==> src/common/mcp_pkg.sv <==
/*
 * Constants for the master clock and divider mode select block.
 * Assumes a single 50 MHz system clock and a plain register port.
 */
package mcp_pkg;

	// ------------------------------------------------------------
	// System clock
	// ------------------------------------------------------------
	localparam int unsigned CLK_FREQ_HZ = 50_000_000;

	// ------------------------------------------------------------
	// Divider select codes and their divide ratios
	// ------------------------------------------------------------
	localparam logic [2:0] DIV_CODE_1 = 3'h0;
	localparam logic [2:0] DIV_CODE_2 = 3'h1;
	localparam logic [2:0] DIV_CODE_4 = 3'h2;
	localparam logic [2:0] DIV_CODE_6 = 3'h3;
	localparam logic [2:0] DIV_CODE_8 = 3'h4;
	localparam logic [3:0] DIV_RATIO_1 = 4'h1;
	localparam logic [3:0] DIV_RATIO_2 = 4'h2;
	localparam logic [3:0] DIV_RATIO_4 = 4'h4;
	localparam logic [3:0] DIV_RATIO_6 = 4'h6;
	localparam logic [3:0] DIV_RATIO_8 = 4'h8;

	// ------------------------------------------------------------
	// Core clock arithmetic
	// ------------------------------------------------------------
	localparam logic [11:0] CORE_MULT         = 12'h038;
	localparam logic [11:0] INSTR_PER_NORMAL  = 12'he00;
	localparam logic [11:0] INSTR_PER_DUAL    = 12'h700;
	localparam logic [11:0] INSTR_PER_QUAD    = 12'h380;
	localparam int unsigned INIT_PERIODS      = 32768;

	// ------------------------------------------------------------
	// Core rate modes
	// ------------------------------------------------------------
	typedef enum logic [1:0] {
		MCP_RATE_NORMAL = 2'h0,
		MCP_RATE_DUAL   = 2'h1,
		MCP_RATE_QUAD   = 2'h2
	} mcp_rate_t;

	// ------------------------------------------------------------
	// Clock output modes; toggles per 64x reference period
	// ------------------------------------------------------------
	localparam logic [1:0] CLOCK_OUTPUT_PIN_OFF  = 2'h0;
	localparam logic [1:0] CLOCK_OUTPUT_PIN_OSC  = 2'h1;
	localparam logic [1:0] CLOCK_OUTPUT_PIN_256  = 2'h2;
	localparam logic [1:0] CLOCK_OUTPUT_PIN_512  = 2'h3;
	localparam logic [4:0] TOGGLES_256 = 5'h08;
	localparam logic [4:0] TOGGLES_512 = 5'h10;
	localparam logic [5:0] TOGGLE_MAX  = 6'h3f;

	// ------------------------------------------------------------
	// Register map (byte addresses) and fields
	// ------------------------------------------------------------
	localparam logic [7:0] REG_RATE_CTRL   = 8'h00;
	localparam logic [7:0] REG_CLOCK_STAT  = 8'h04;
	localparam logic [7:0] REG_SAMPLE_CNT  = 8'h08;
	localparam logic [7:0] REG_CORE_PHASE  = 8'h0c;
	localparam int unsigned STAT_INIT_DONE = 0;
	localparam int unsigned STAT_DIV_LSB   = 1;
	localparam int unsigned STAT_BAD_DIV   = 4;
	localparam int unsigned STAT_OUT_LSB   = 5;
	localparam int unsigned STAT_REFUSED   = 7;
	localparam int unsigned STAT_MCLK_EN   = 8;

	// ------------------------------------------------------------
	// Initialization sequencer states (Gray along the path)
	// ------------------------------------------------------------
	typedef enum logic [1:0] {
		MCP_ST_LATCH = 2'h0,
		MCP_ST_INIT  = 2'h1,
		MCP_ST_RUN   = 2'h3
	} mcp_state_t;

	// Settle count after release; the pin filter needs four edges to show a level
	localparam logic [2:0] SETTLE_LAST = 3'h4;

endpackage

==> src/rtl/mcp_pin_sync.sv <==
/*
 * Three-flop pin synchroniser with agreement filter and rise pulse.
 * Assumes inputs are asynchronous pins; outputs are on clk_i.
 */
`timescale 1ns/10ps
`default_nettype none

module mcp_pin_sync #(
	parameter int unsigned WIDTH = 1
) (
	input  wire logic             clk_i,
	input  wire logic             reset_i,
	input  wire logic [WIDTH-1:0] pin_i,
	output logic      [WIDTH-1:0] level_o,
	output logic      [WIDTH-1:0] rise_o
);

	logic [WIDTH-1:0] s1_q;
	logic [WIDTH-1:0] s2_q;
	logic [WIDTH-1:0] s3_q;

	always_ff @(posedge clk_i or posedge reset_i) begin
		if (reset_i) begin
			s1_q <= '0;
			s2_q <= '0;
			s3_q <= '0;
		end else begin
			s1_q <= pin_i;
			s2_q <= s1_q;
			s3_q <= s2_q;
		end
	end

	// A bit only moves once the second and third stages agree
	always_ff @(posedge clk_i or posedge reset_i) begin
		if (reset_i) begin
			level_o <= '0;
			rise_o  <= '0;
		end else begin
			for (int i = 0; i < WIDTH; i++) begin
				if (s2_q[i] == s3_q[i]) begin
					level_o[i] <= s3_q[i];
					rise_o[i]  <= s3_q[i] & ~level_o[i];
				end else begin
					rise_o[i] <= 1'b0;
				end
			end
		end
	end

endmodule

`default_nettype wire

==> src/rtl/mcp_edge_divider.sv <==
/*
 * Divides a stream of input edge pulses by a loadable ratio.
 * Assumes ratio_i is held steady while enable_i is high.
 */
`timescale 1ns/10ps
`default_nettype none

module mcp_edge_divider (
	input  wire logic       clk_i,
	input  wire logic       reset_i,
	input  wire logic       enable_i,
	input  wire logic       edge_i,
	input  wire logic [3:0] ratio_i,
	output logic            pulse_o
);

	logic [3:0] count_q;

	always_ff @(posedge clk_i or posedge reset_i) begin
		if (reset_i) begin
			count_q <= 4'h0;
			pulse_o <= 1'b0;
		end else if (!enable_i) begin
			count_q <= 4'h0;
			pulse_o <= 1'b0;
		end else if (edge_i) begin
			if (count_q >= ratio_i - 4'h1) begin
				count_q <= 4'h0;
				pulse_o <= 1'b1;
			end else begin
				count_q <= count_q + 4'h1;
				pulse_o <= 1'b0;
			end
		end else begin
			pulse_o <= 1'b0;
		end
	end

endmodule

`default_nettype wire

==> src/rtl/mcp_master_clock.sv <==
/*
 * Master clock divider, core clock model, init sequencer and clock
 * output selector. Assumes the crystal input and all mode pins are
 * asynchronous, and a plain register port on clk_i.
 */
// The plain strobed port and the register offsets were decided locally.
`timescale 1ns/10ps
`default_nettype none

module mcp_master_clock #(
	parameter int unsigned INIT_COUNT = mcp_pkg::INIT_PERIODS
) (
	input  wire logic        clk_i,
	input  wire logic        reset_i,
	input  wire logic        crystal_input_pin_i,
	input  wire logic        divider_select_bit0_i,
	input  wire logic        divider_select_bit1_i,
	input  wire logic        divider_select_bit2_i,
	input  wire logic        clock_output_sel_bit0_i,
	input  wire logic        clock_output_sel_bit1_i,
	input  wire logic [7:0]  reg_addr_i,
	input  wire logic [31:0] reg_wdata_i,
	input  wire logic        reg_write_i,
	input  wire logic        reg_read_i,
	output logic      [31:0] reg_rdata_o,
	output logic             clock_output_pin_o,
	output logic             clock_output_pin_oe_o,
	output logic             ref_pulse_o,
	output logic             sample_start_o,
	output logic             mclk_enable_o,
	output logic             init_done_o
);

	// ------------------------------------------------------------
	// Local helpers
	// ------------------------------------------------------------
	function automatic logic [3:0] div_ratio(input logic [2:0] code);
		logic [3:0] r;
		r = mcp_pkg::DIV_RATIO_1;
		case (code)
			mcp_pkg::DIV_CODE_1: r = mcp_pkg::DIV_RATIO_1;
			mcp_pkg::DIV_CODE_2: r = mcp_pkg::DIV_RATIO_2;
			mcp_pkg::DIV_CODE_4: r = mcp_pkg::DIV_RATIO_4;
			mcp_pkg::DIV_CODE_6: r = mcp_pkg::DIV_RATIO_6;
			mcp_pkg::DIV_CODE_8: r = mcp_pkg::DIV_RATIO_8;
			default:             r = mcp_pkg::DIV_RATIO_1;
		endcase
		return r;
	endfunction

	function automatic logic [11:0] instr_per_sample(input logic [1:0] mode);
		logic [11:0] n;
		n = mcp_pkg::INSTR_PER_NORMAL;
		case (mode)
			mcp_pkg::MCP_RATE_DUAL: n = mcp_pkg::INSTR_PER_DUAL;
			mcp_pkg::MCP_RATE_QUAD: n = mcp_pkg::INSTR_PER_QUAD;
			default:                n = mcp_pkg::INSTR_PER_NORMAL;
		endcase
		return n;
	endfunction

	localparam logic [15:0] INIT_LAST = 16'(INIT_COUNT - 1);

	// ------------------------------------------------------------
	// Pin synchronisers
	// ------------------------------------------------------------
	logic [5:0] pins_raw;
	logic [5:0] pins_level;
	logic [5:0] pins_rise;

	assign pins_raw = {clock_output_sel_bit1_i, clock_output_sel_bit0_i,
	                   divider_select_bit2_i, divider_select_bit1_i,
	                   divider_select_bit0_i, crystal_input_pin_i};

	mcp_pin_sync #(
		.WIDTH (6)
	) u_sync (
		.clk_i   (clk_i),
		.reset_i (reset_i),
		.pin_i   (pins_raw),
		.level_o (pins_level),
		.rise_o  (pins_rise)
	);

	logic       xtal_level;
	logic       xtal_rise;
	logic [1:0] out_sel;

	assign xtal_level = pins_level[0];
	assign xtal_rise  = pins_rise[0];
	assign out_sel    = pins_level[5:4];

	// ------------------------------------------------------------
	// Initialization sequencer
	// ------------------------------------------------------------
	mcp_pkg::mcp_state_t state_q;
	logic [2:0]          div_code_q;
	logic [3:0]          div_ratio_q;
	logic                bad_div_q;
	logic [2:0]          settle_q;
	logic [15:0]         init_cnt_q;
	logic                ref_pulse;

	// Let the synchronisers fill before sampling the divider pins
	always_ff @(posedge clk_i or posedge reset_i) begin
		if (reset_i) begin
			settle_q <= 3'h0;
		end else if (state_q == mcp_pkg::MCP_ST_LATCH && settle_q != mcp_pkg::SETTLE_LAST) begin
			settle_q <= settle_q + 3'h1;
		end
	end

	always_ff @(posedge clk_i or posedge reset_i) begin
		if (reset_i) begin
			state_q <= mcp_pkg::MCP_ST_LATCH;
		end else begin
			case (state_q)
				mcp_pkg::MCP_ST_LATCH: begin
					if (settle_q == mcp_pkg::SETTLE_LAST) begin
						state_q <= mcp_pkg::MCP_ST_INIT;
					end
				end
				mcp_pkg::MCP_ST_INIT: begin
					if (ref_pulse && init_cnt_q == INIT_LAST) begin
						state_q <= mcp_pkg::MCP_ST_RUN;
					end
				end
				mcp_pkg::MCP_ST_RUN: begin
					state_q <= mcp_pkg::MCP_ST_RUN;
				end
				default: begin
					state_q <= mcp_pkg::MCP_ST_LATCH;
				end
			endcase
		end
	end

	always_ff @(posedge clk_i or posedge reset_i) begin
		if (reset_i) begin
			div_code_q  <= mcp_pkg::DIV_CODE_1;
			div_ratio_q <= mcp_pkg::DIV_RATIO_1;
			bad_div_q   <= 1'b0;
		end else if (state_q == mcp_pkg::MCP_ST_LATCH && settle_q == mcp_pkg::SETTLE_LAST) begin
			div_code_q  <= pins_level[3:1];
			div_ratio_q <= div_ratio(pins_level[3:1]);
			bad_div_q   <= pins_level[3:1] > mcp_pkg::DIV_CODE_8;
		end
	end

	always_ff @(posedge clk_i or posedge reset_i) begin
		if (reset_i) begin
			init_cnt_q <= 16'h0000;
		end else if (state_q == mcp_pkg::MCP_ST_INIT && ref_pulse) begin
			init_cnt_q <= init_cnt_q + 16'h0001;
		end
	end

	// ------------------------------------------------------------
	// Reference divider: crystal edges to 64x fs
	// ------------------------------------------------------------
	logic div_enable;

	assign div_enable = state_q != mcp_pkg::MCP_ST_LATCH;

	mcp_edge_divider u_div (
		.clk_i    (clk_i),
		.reset_i  (reset_i),
		.enable_i (div_enable),
		.edge_i   (xtal_rise),
		.ratio_i  (div_ratio_q),
		.pulse_o  (ref_pulse)
	);

	// ------------------------------------------------------------
	// Core clock model and sample start
	// ------------------------------------------------------------
	logic [1:0]  rate_q;
	logic [11:0] core_phase_q;
	logic [11:0] phase_sum;
	logic [11:0] phase_limit;
	logic [15:0] sample_cnt_q;
	logic        running;

	assign running     = state_q == mcp_pkg::MCP_ST_RUN;
	assign phase_limit = instr_per_sample(rate_q);
	assign phase_sum   = core_phase_q + mcp_pkg::CORE_MULT;

	always_ff @(posedge clk_i or posedge reset_i) begin
		if (reset_i) begin
			core_phase_q   <= 12'h000;
			sample_start_o <= 1'b0;
			sample_cnt_q   <= 16'h0000;
		end else if (running && ref_pulse) begin
			if (phase_sum >= phase_limit) begin
				core_phase_q   <= phase_sum - phase_limit;
				sample_start_o <= 1'b1;
				sample_cnt_q   <= sample_cnt_q + 16'h0001;
			end else begin
				core_phase_q   <= phase_sum;
				sample_start_o <= 1'b0;
			end
		end else begin
			sample_start_o <= 1'b0;
		end
	end

	always_ff @(posedge clk_i or posedge reset_i) begin
		if (reset_i) begin
			mclk_enable_o <= 1'b0;
			init_done_o   <= 1'b0;
			ref_pulse_o   <= 1'b0;
		end else begin
			mclk_enable_o <= running;
			init_done_o   <= running;
			ref_pulse_o   <= ref_pulse & running;
		end
	end

	// ------------------------------------------------------------
	// Clock output pin
	// ------------------------------------------------------------
	// Fast modes emit their toggle count in a burst per reference period
	logic [5:0] toggles_q;
	logic [4:0] toggle_add;
	logic [6:0] toggle_sum;

	always_comb begin
		toggle_add = 5'h00;
		if (out_sel == mcp_pkg::CLOCK_OUTPUT_PIN_256) begin
			toggle_add = mcp_pkg::TOGGLES_256;
		end else if (out_sel == mcp_pkg::CLOCK_OUTPUT_PIN_512) begin
			toggle_add = mcp_pkg::TOGGLES_512;
		end
	end

	always_comb begin
		toggle_sum = {1'b0, toggles_q};
		if (ref_pulse) begin
			toggle_sum = toggle_sum + {2'h0, toggle_add};
		end
		if (toggle_sum != 7'h00) begin
			toggle_sum = toggle_sum - 7'h01;
		end
	end

	logic fast_clk_q;

	always_ff @(posedge clk_i or posedge reset_i) begin
		if (reset_i) begin
			toggles_q  <= 6'h00;
			fast_clk_q <= 1'b0;
		end else begin
			if (toggle_sum > {1'b0, mcp_pkg::TOGGLE_MAX}) begin
				toggles_q <= mcp_pkg::TOGGLE_MAX;
			end else begin
				toggles_q <= toggle_sum[5:0];
			end
			if (toggles_q != 6'h00 || ref_pulse) begin
				fast_clk_q <= ~fast_clk_q;
			end
		end
	end

	always_ff @(posedge clk_i or posedge reset_i) begin
		if (reset_i) begin
			clock_output_pin_o    <= 1'b0;
			clock_output_pin_oe_o <= 1'b0;
		end else begin
			case (out_sel)
				mcp_pkg::CLOCK_OUTPUT_PIN_OFF: begin
					clock_output_pin_o    <= 1'b0;
					clock_output_pin_oe_o <= 1'b0;
				end
				mcp_pkg::CLOCK_OUTPUT_PIN_OSC: begin
					clock_output_pin_o    <= xtal_level;
					clock_output_pin_oe_o <= 1'b1;
				end
				default: begin
					clock_output_pin_o    <= fast_clk_q & div_enable;
					clock_output_pin_oe_o <= 1'b1;
				end
			endcase
		end
	end

	// ------------------------------------------------------------
	// Register port
	// ------------------------------------------------------------
	logic refused_q;
	logic wr_refused;
	logic stat_read;

	assign wr_refused = reg_write_i && !running;
	assign stat_read  = reg_read_i && reg_addr_i == mcp_pkg::REG_CLOCK_STAT;

	always_ff @(posedge clk_i or posedge reset_i) begin
		if (reset_i) begin
			rate_q <= mcp_pkg::MCP_RATE_NORMAL;
		end else if (reg_write_i && running && reg_addr_i == mcp_pkg::REG_RATE_CTRL) begin
			if (reg_wdata_i[1:0] != 2'h3) begin
				rate_q <= reg_wdata_i[1:0];
			end
		end
	end

	// Sticky refusal flag; a new refusal beats the clear by read
	always_ff @(posedge clk_i or posedge reset_i) begin
		if (reset_i) begin
			refused_q <= 1'b0;
		end else if (wr_refused) begin
			refused_q <= 1'b1;
		end else if (stat_read) begin
			refused_q <= 1'b0;
		end
	end

	always_ff @(posedge clk_i or posedge reset_i) begin
		if (reset_i) begin
			reg_rdata_o <= 32'h0000_0000;
		end else begin
			reg_rdata_o <= 32'h0000_0000;
			if (reg_read_i) begin
				if (reg_addr_i == mcp_pkg::REG_RATE_CTRL) begin
					reg_rdata_o[1:0] <= rate_q;
				end else if (reg_addr_i == mcp_pkg::REG_CLOCK_STAT) begin
					reg_rdata_o[mcp_pkg::STAT_INIT_DONE]                      <= running;
					reg_rdata_o[mcp_pkg::STAT_DIV_LSB +: 3]                   <= div_code_q;
					reg_rdata_o[mcp_pkg::STAT_BAD_DIV]                        <= bad_div_q;
					reg_rdata_o[mcp_pkg::STAT_OUT_LSB +: 2]                   <= out_sel;
					reg_rdata_o[mcp_pkg::STAT_REFUSED]                        <= refused_q;
					reg_rdata_o[mcp_pkg::STAT_MCLK_EN]                        <= mclk_enable_o;
				end else if (reg_addr_i == mcp_pkg::REG_SAMPLE_CNT) begin
					reg_rdata_o[15:0] <= sample_cnt_q;
				end else if (reg_addr_i == mcp_pkg::REG_CORE_PHASE) begin
					reg_rdata_o[11:0] <= core_phase_q;
				end
			end
		end
	end

endmodule

`default_nettype wire

==> config.mk <==
export PLATFORM = sky130hd
export DESIGN_NAME = mcp_master_clock
export DESIGN_NICKNAME = d
export VERILOG_FILES = /design/src/common/mcp_pkg.sv /design/src/rtl/mcp_pin_sync.sv /design/src/rtl/mcp_edge_divider.sv /design/src/rtl/mcp_master_clock.sv
export SDC_FILE = /design/constraint.sdc
export NUM_CORES = 1
export LEC_CHECK = 0
export BUFFER_PORTS_ARGS = -buffer_cell sky130_fd_sc_hd__buf_2
export CORE_MARGIN = 1
export CORE_UTILIZATION = 57
export DETAILED_ROUTE_END_ITERATION = 10
export PLACE_DENSITY_LB_ADDON = 0.12
export SYNTH_ARGS = -nofsm -noshare
export SYNTH_HDL_FRONTEND = slang
export SYNTH_SLANG_ARGS = --single-unit
==> constraint.sdc <==
create_clock -name clk_i -period 4.87 [get_ports clk_i]
set_clock_uncertainty 0.15 [all_clocks]
set_input_delay 0.7305 -clock clk_i [delete_from_list [all_inputs] [get_ports clk_i]]
set_output_delay 0.7305 -clock clk_i [all_outputs]
set_load 0.01 [all_outputs]
==> results_dict.tcl <==
set metrics [dict create \
    slew_viol_final 0 \
    min_period_ns 3.532 \
    drt_first_pass_iters 4 \
    nNetsFinal 635 \
    layout_commonest_cell "dfrtp_1" \
    synth_cell_type_count 61 \
    start_kind "register" \
    yosys_warnings 0 \
    ys_seq_area_share_pct 52.51 \
    cts_root_buf "clkbuf_8" \
    path_delay_family "simple AND/OR/NAND/NOR gates" \
    cts_tree "done" \
    timing.fmax_ghz 0.2831 \
    wire_per_inst_um 14.94 \
    rsz0062_at_grt "false" \
    die_area_um2 10020 \
    die_w_um 100.1 \
    grt_usage_pct 23.33 \
    maxCapViolCount 0 \
    drive_gt1_share_pct 16.17 \
    syn_inst 513 \
    vias_per_cell 5.459 \
    antenna_found_initial 0 \
    cp.arrival_ns 3.82 \
    power_leakage_nw 3.041 \
    worstMarginPinSlew_ns 0.8474 \
    cts_buffers 17 \
    core_area_um2 9284 \
    syn_area_um2 5483 \
    avgSynthCellArea_um2 10.69 \
    pre_cts_ws_ns 1.424 \
    power_density_nw_per_um2 421.2 \
    setup_tns_ns 0 \
    slew_headroom_pct 43.50 \
    row_count 35 \
    grt_max_degree 72 \
    start_util_pct 59.06 \
    htree_levels 4 \
    critical_path_class "register to register" \
    vias 3843 \
    gp_congestion 0.9270 \
    grt_pass1_vias 3888 \
    route.detailed.drc 0 \
    synth_edf_count 0 \
    path_max_fanout 12 \
    cts_hold_buf 0 \
    slowest_delay_ns 0.47 \
    post-cts-setup-buffers 0 \
    synth-main-ff-cell "dfrtp_1" \
    post_cts_resize_count 0 \
    cpMaxStageDelayCell "o21ai_2" \
    ant_nets 0 \
    hold_violations 0 \
    clock-sinks 115 \
    final_cell_mix "114 x dfrtp_1, 52 x nand2_1, 41 x buf_2" \
    whs_ns 0.1676 \
    clk_path_buf_depth 2 \
    area_growth_pct 15.84 \
    fillers 696 \
    setup_ws_ns 1.338 \
    multi_input_area_um2 2370 \
    drtIter0Drc 167 \
    clkLatencyLatePin_ns 0.52 \
    cts.reportedPaths.clkPinSlew_ns 0.06 \
    hpwl_mm 6.975 \
    ir_drop_mv 0.3901 \
    async_flop_share_pct 100.0 \
    ioPinCount 88 \
    regArea_um2 2879 \
    overflow 0 \
    yosys_register_bits 115 \
    die_y_um 100.1 \
    crit_path_cell_trace "inv_1 > ha_1 > nor2b_1 > nor2_1 > nand3_1 > xnor2_1 > ha_1 > o2111ai_2 > o21ai_2 > buf_4 > nor4b_2 > xor2_1" \
    setup_viol 0 \
    wirelength_mm 10.52 \
    status "finished, final reports clean" \
    fin_util_pct 68.41 \
    io_buffer_count 41 \
    crit_top_cell "ha_1" \
    diodes 0 \
    min_period_over_period_pct 72.53 \
    end_kind "register" \
    grt_pass1_wl_mm 18.02 \
    hold_path.class "primary input to register" \
    required_ns 5.16 \
    cp_num_buf_inv 2 \
]
[Yosys cell counts, types with 2 or more instances]
| library cell | count | area [um^2] |
|---|---|---|
| dfrtp_1 | 114 | 2853 |
| nand2_1 | 52 | 195.2 |
| nor2_1 | 40 | 150.1 |
| xnor2_1 | 40 | 350.3 |
| inv_1 | 26 | 97.59 |
| ha_1 | 21 | 262.8 |
| a21oi_1 | 19 | 95.09 |
| buf_4 | 18 | 135.1 |
| nand4_1 | 16 | 100.1 |
| nand3_1 | 13 | 65.06 |
| nor3_1 | 13 | 65.06 |
| o21ai_0 | 13 | 65.06 |
| and3_1 | 12 | 75.07 |
| xor2_1 | 12 | 105.1 |
| mux2_2 | 7 | 78.83 |
| nor2b_1 | 7 | 43.79 |
| a21o_1 | 6 | 45.04 |
| mux2i_1 | 6 | 60.06 |
| and2_1 | 5 | 31.28 |
| clkbuf_1 | 5 | 18.77 |
| maj3_1 | 5 | 50.05 |
| a2bb2oi_1 | 4 | 35.03 |
| buf_2 | 4 | 20.02 |
| nand2b_1 | 4 | 25.02 |
| o22ai_1 | 4 | 25.02 |
| a22o_1 | 3 | 26.28 |
| nor4_1 | 3 | 18.77 |
| a211oi_1 | 2 | 15.01 |
| a221o_1 | 2 | 20.02 |
| fa_1 | 2 | 40.04 |
| inv_2 | 2 | 7.510 |
| nor3_2 | 2 | 20.02 |
| o311ai_0 | 2 | 17.52 |
| or3_1 | 2 | 12.51 |
[power by group]
part	switching (mW)	total [mW]	leakage (nW)	internal [mW]
clock	0.418	1.26	0.293	0.845
sequential	0.0679	1.10	1.49	1.03
combinational	0.165	0.311	1.26	0.145
total	0.651	2.68	3.04	2.02
[state kept, by name, summed over array words and instances (netlist names), 9 cells and up]
| name | count |
|---|---|
| core_phase_q | 9 |
| reg_rdata_o | 16 |
| sample_cnt_q | 16 |
| init_cnt_q | 16 |
[through the flow]
stage               cells  total power, mW  cell area (um^2)
CTS                   704            2.698              6351
global placement      672            1.404              5738
finish                704            2.675              6351
global route          704            2.799              6351
detailed placement    672            1.423              5738
floorplan             528            1.355              5539
[layout make-up]
| type | instances | area share (%) |
|---|---|---|
| Timing Repair Buffer | 43 | 3.467 |
| Clock inverter | 8 | 1.931 |
| Multi-Input combinational cell | 357 | 37.31 |
| Inverter | 28 | 1.694 |
| Sequential cell | 115 | 45.33 |
| Clock buffer | 24 | 7.723 |
| Tap cell | 129 | 2.541 |
[worst paths after layout]
kind,start,endpoint,slack (ns),cells past startpoint
worst min-delay path,clock_output_sel_bit1_i,u_sync.s1_q[5],0.17,1
worst min register to register,u_sync.s1_q[1],u_sync.s2_q[1],0.20,0
worst max-delay path,core_phase_q[3],sample_cnt_q[10],1.34,12
max in group asynchronous,reset_i,refused_q,3.24,3
worst max register to register,core_phase_q[3],sample_cnt_q[10],1.34,12
min in group asynchronous,reset_i,init_cnt_q[4],0.25,2
[routing by layer]
metal,GRT usage (%),up-vias,wire length [um]
met3,5.153,20,440
met5,0,-,0
met1,29.85,1881,4755
met2,38.14,110,5109
met4,10.93,0,213
li1,-,1832,-
[cells by family after synthesis]
group / synth area share [%]
other: 0.06840
XOR/XNOR: 8.307
adder cells (fa/ha/maj): 6.435
AND/OR/NAND/NOR: 15.79
buffers and inverters: 5.294
AO/OA/AOI/OAI: 8.854
flip-flops: 52.51
multiplexers: 2.739
No activity file was read; power rests on OpenSTA's default activity.
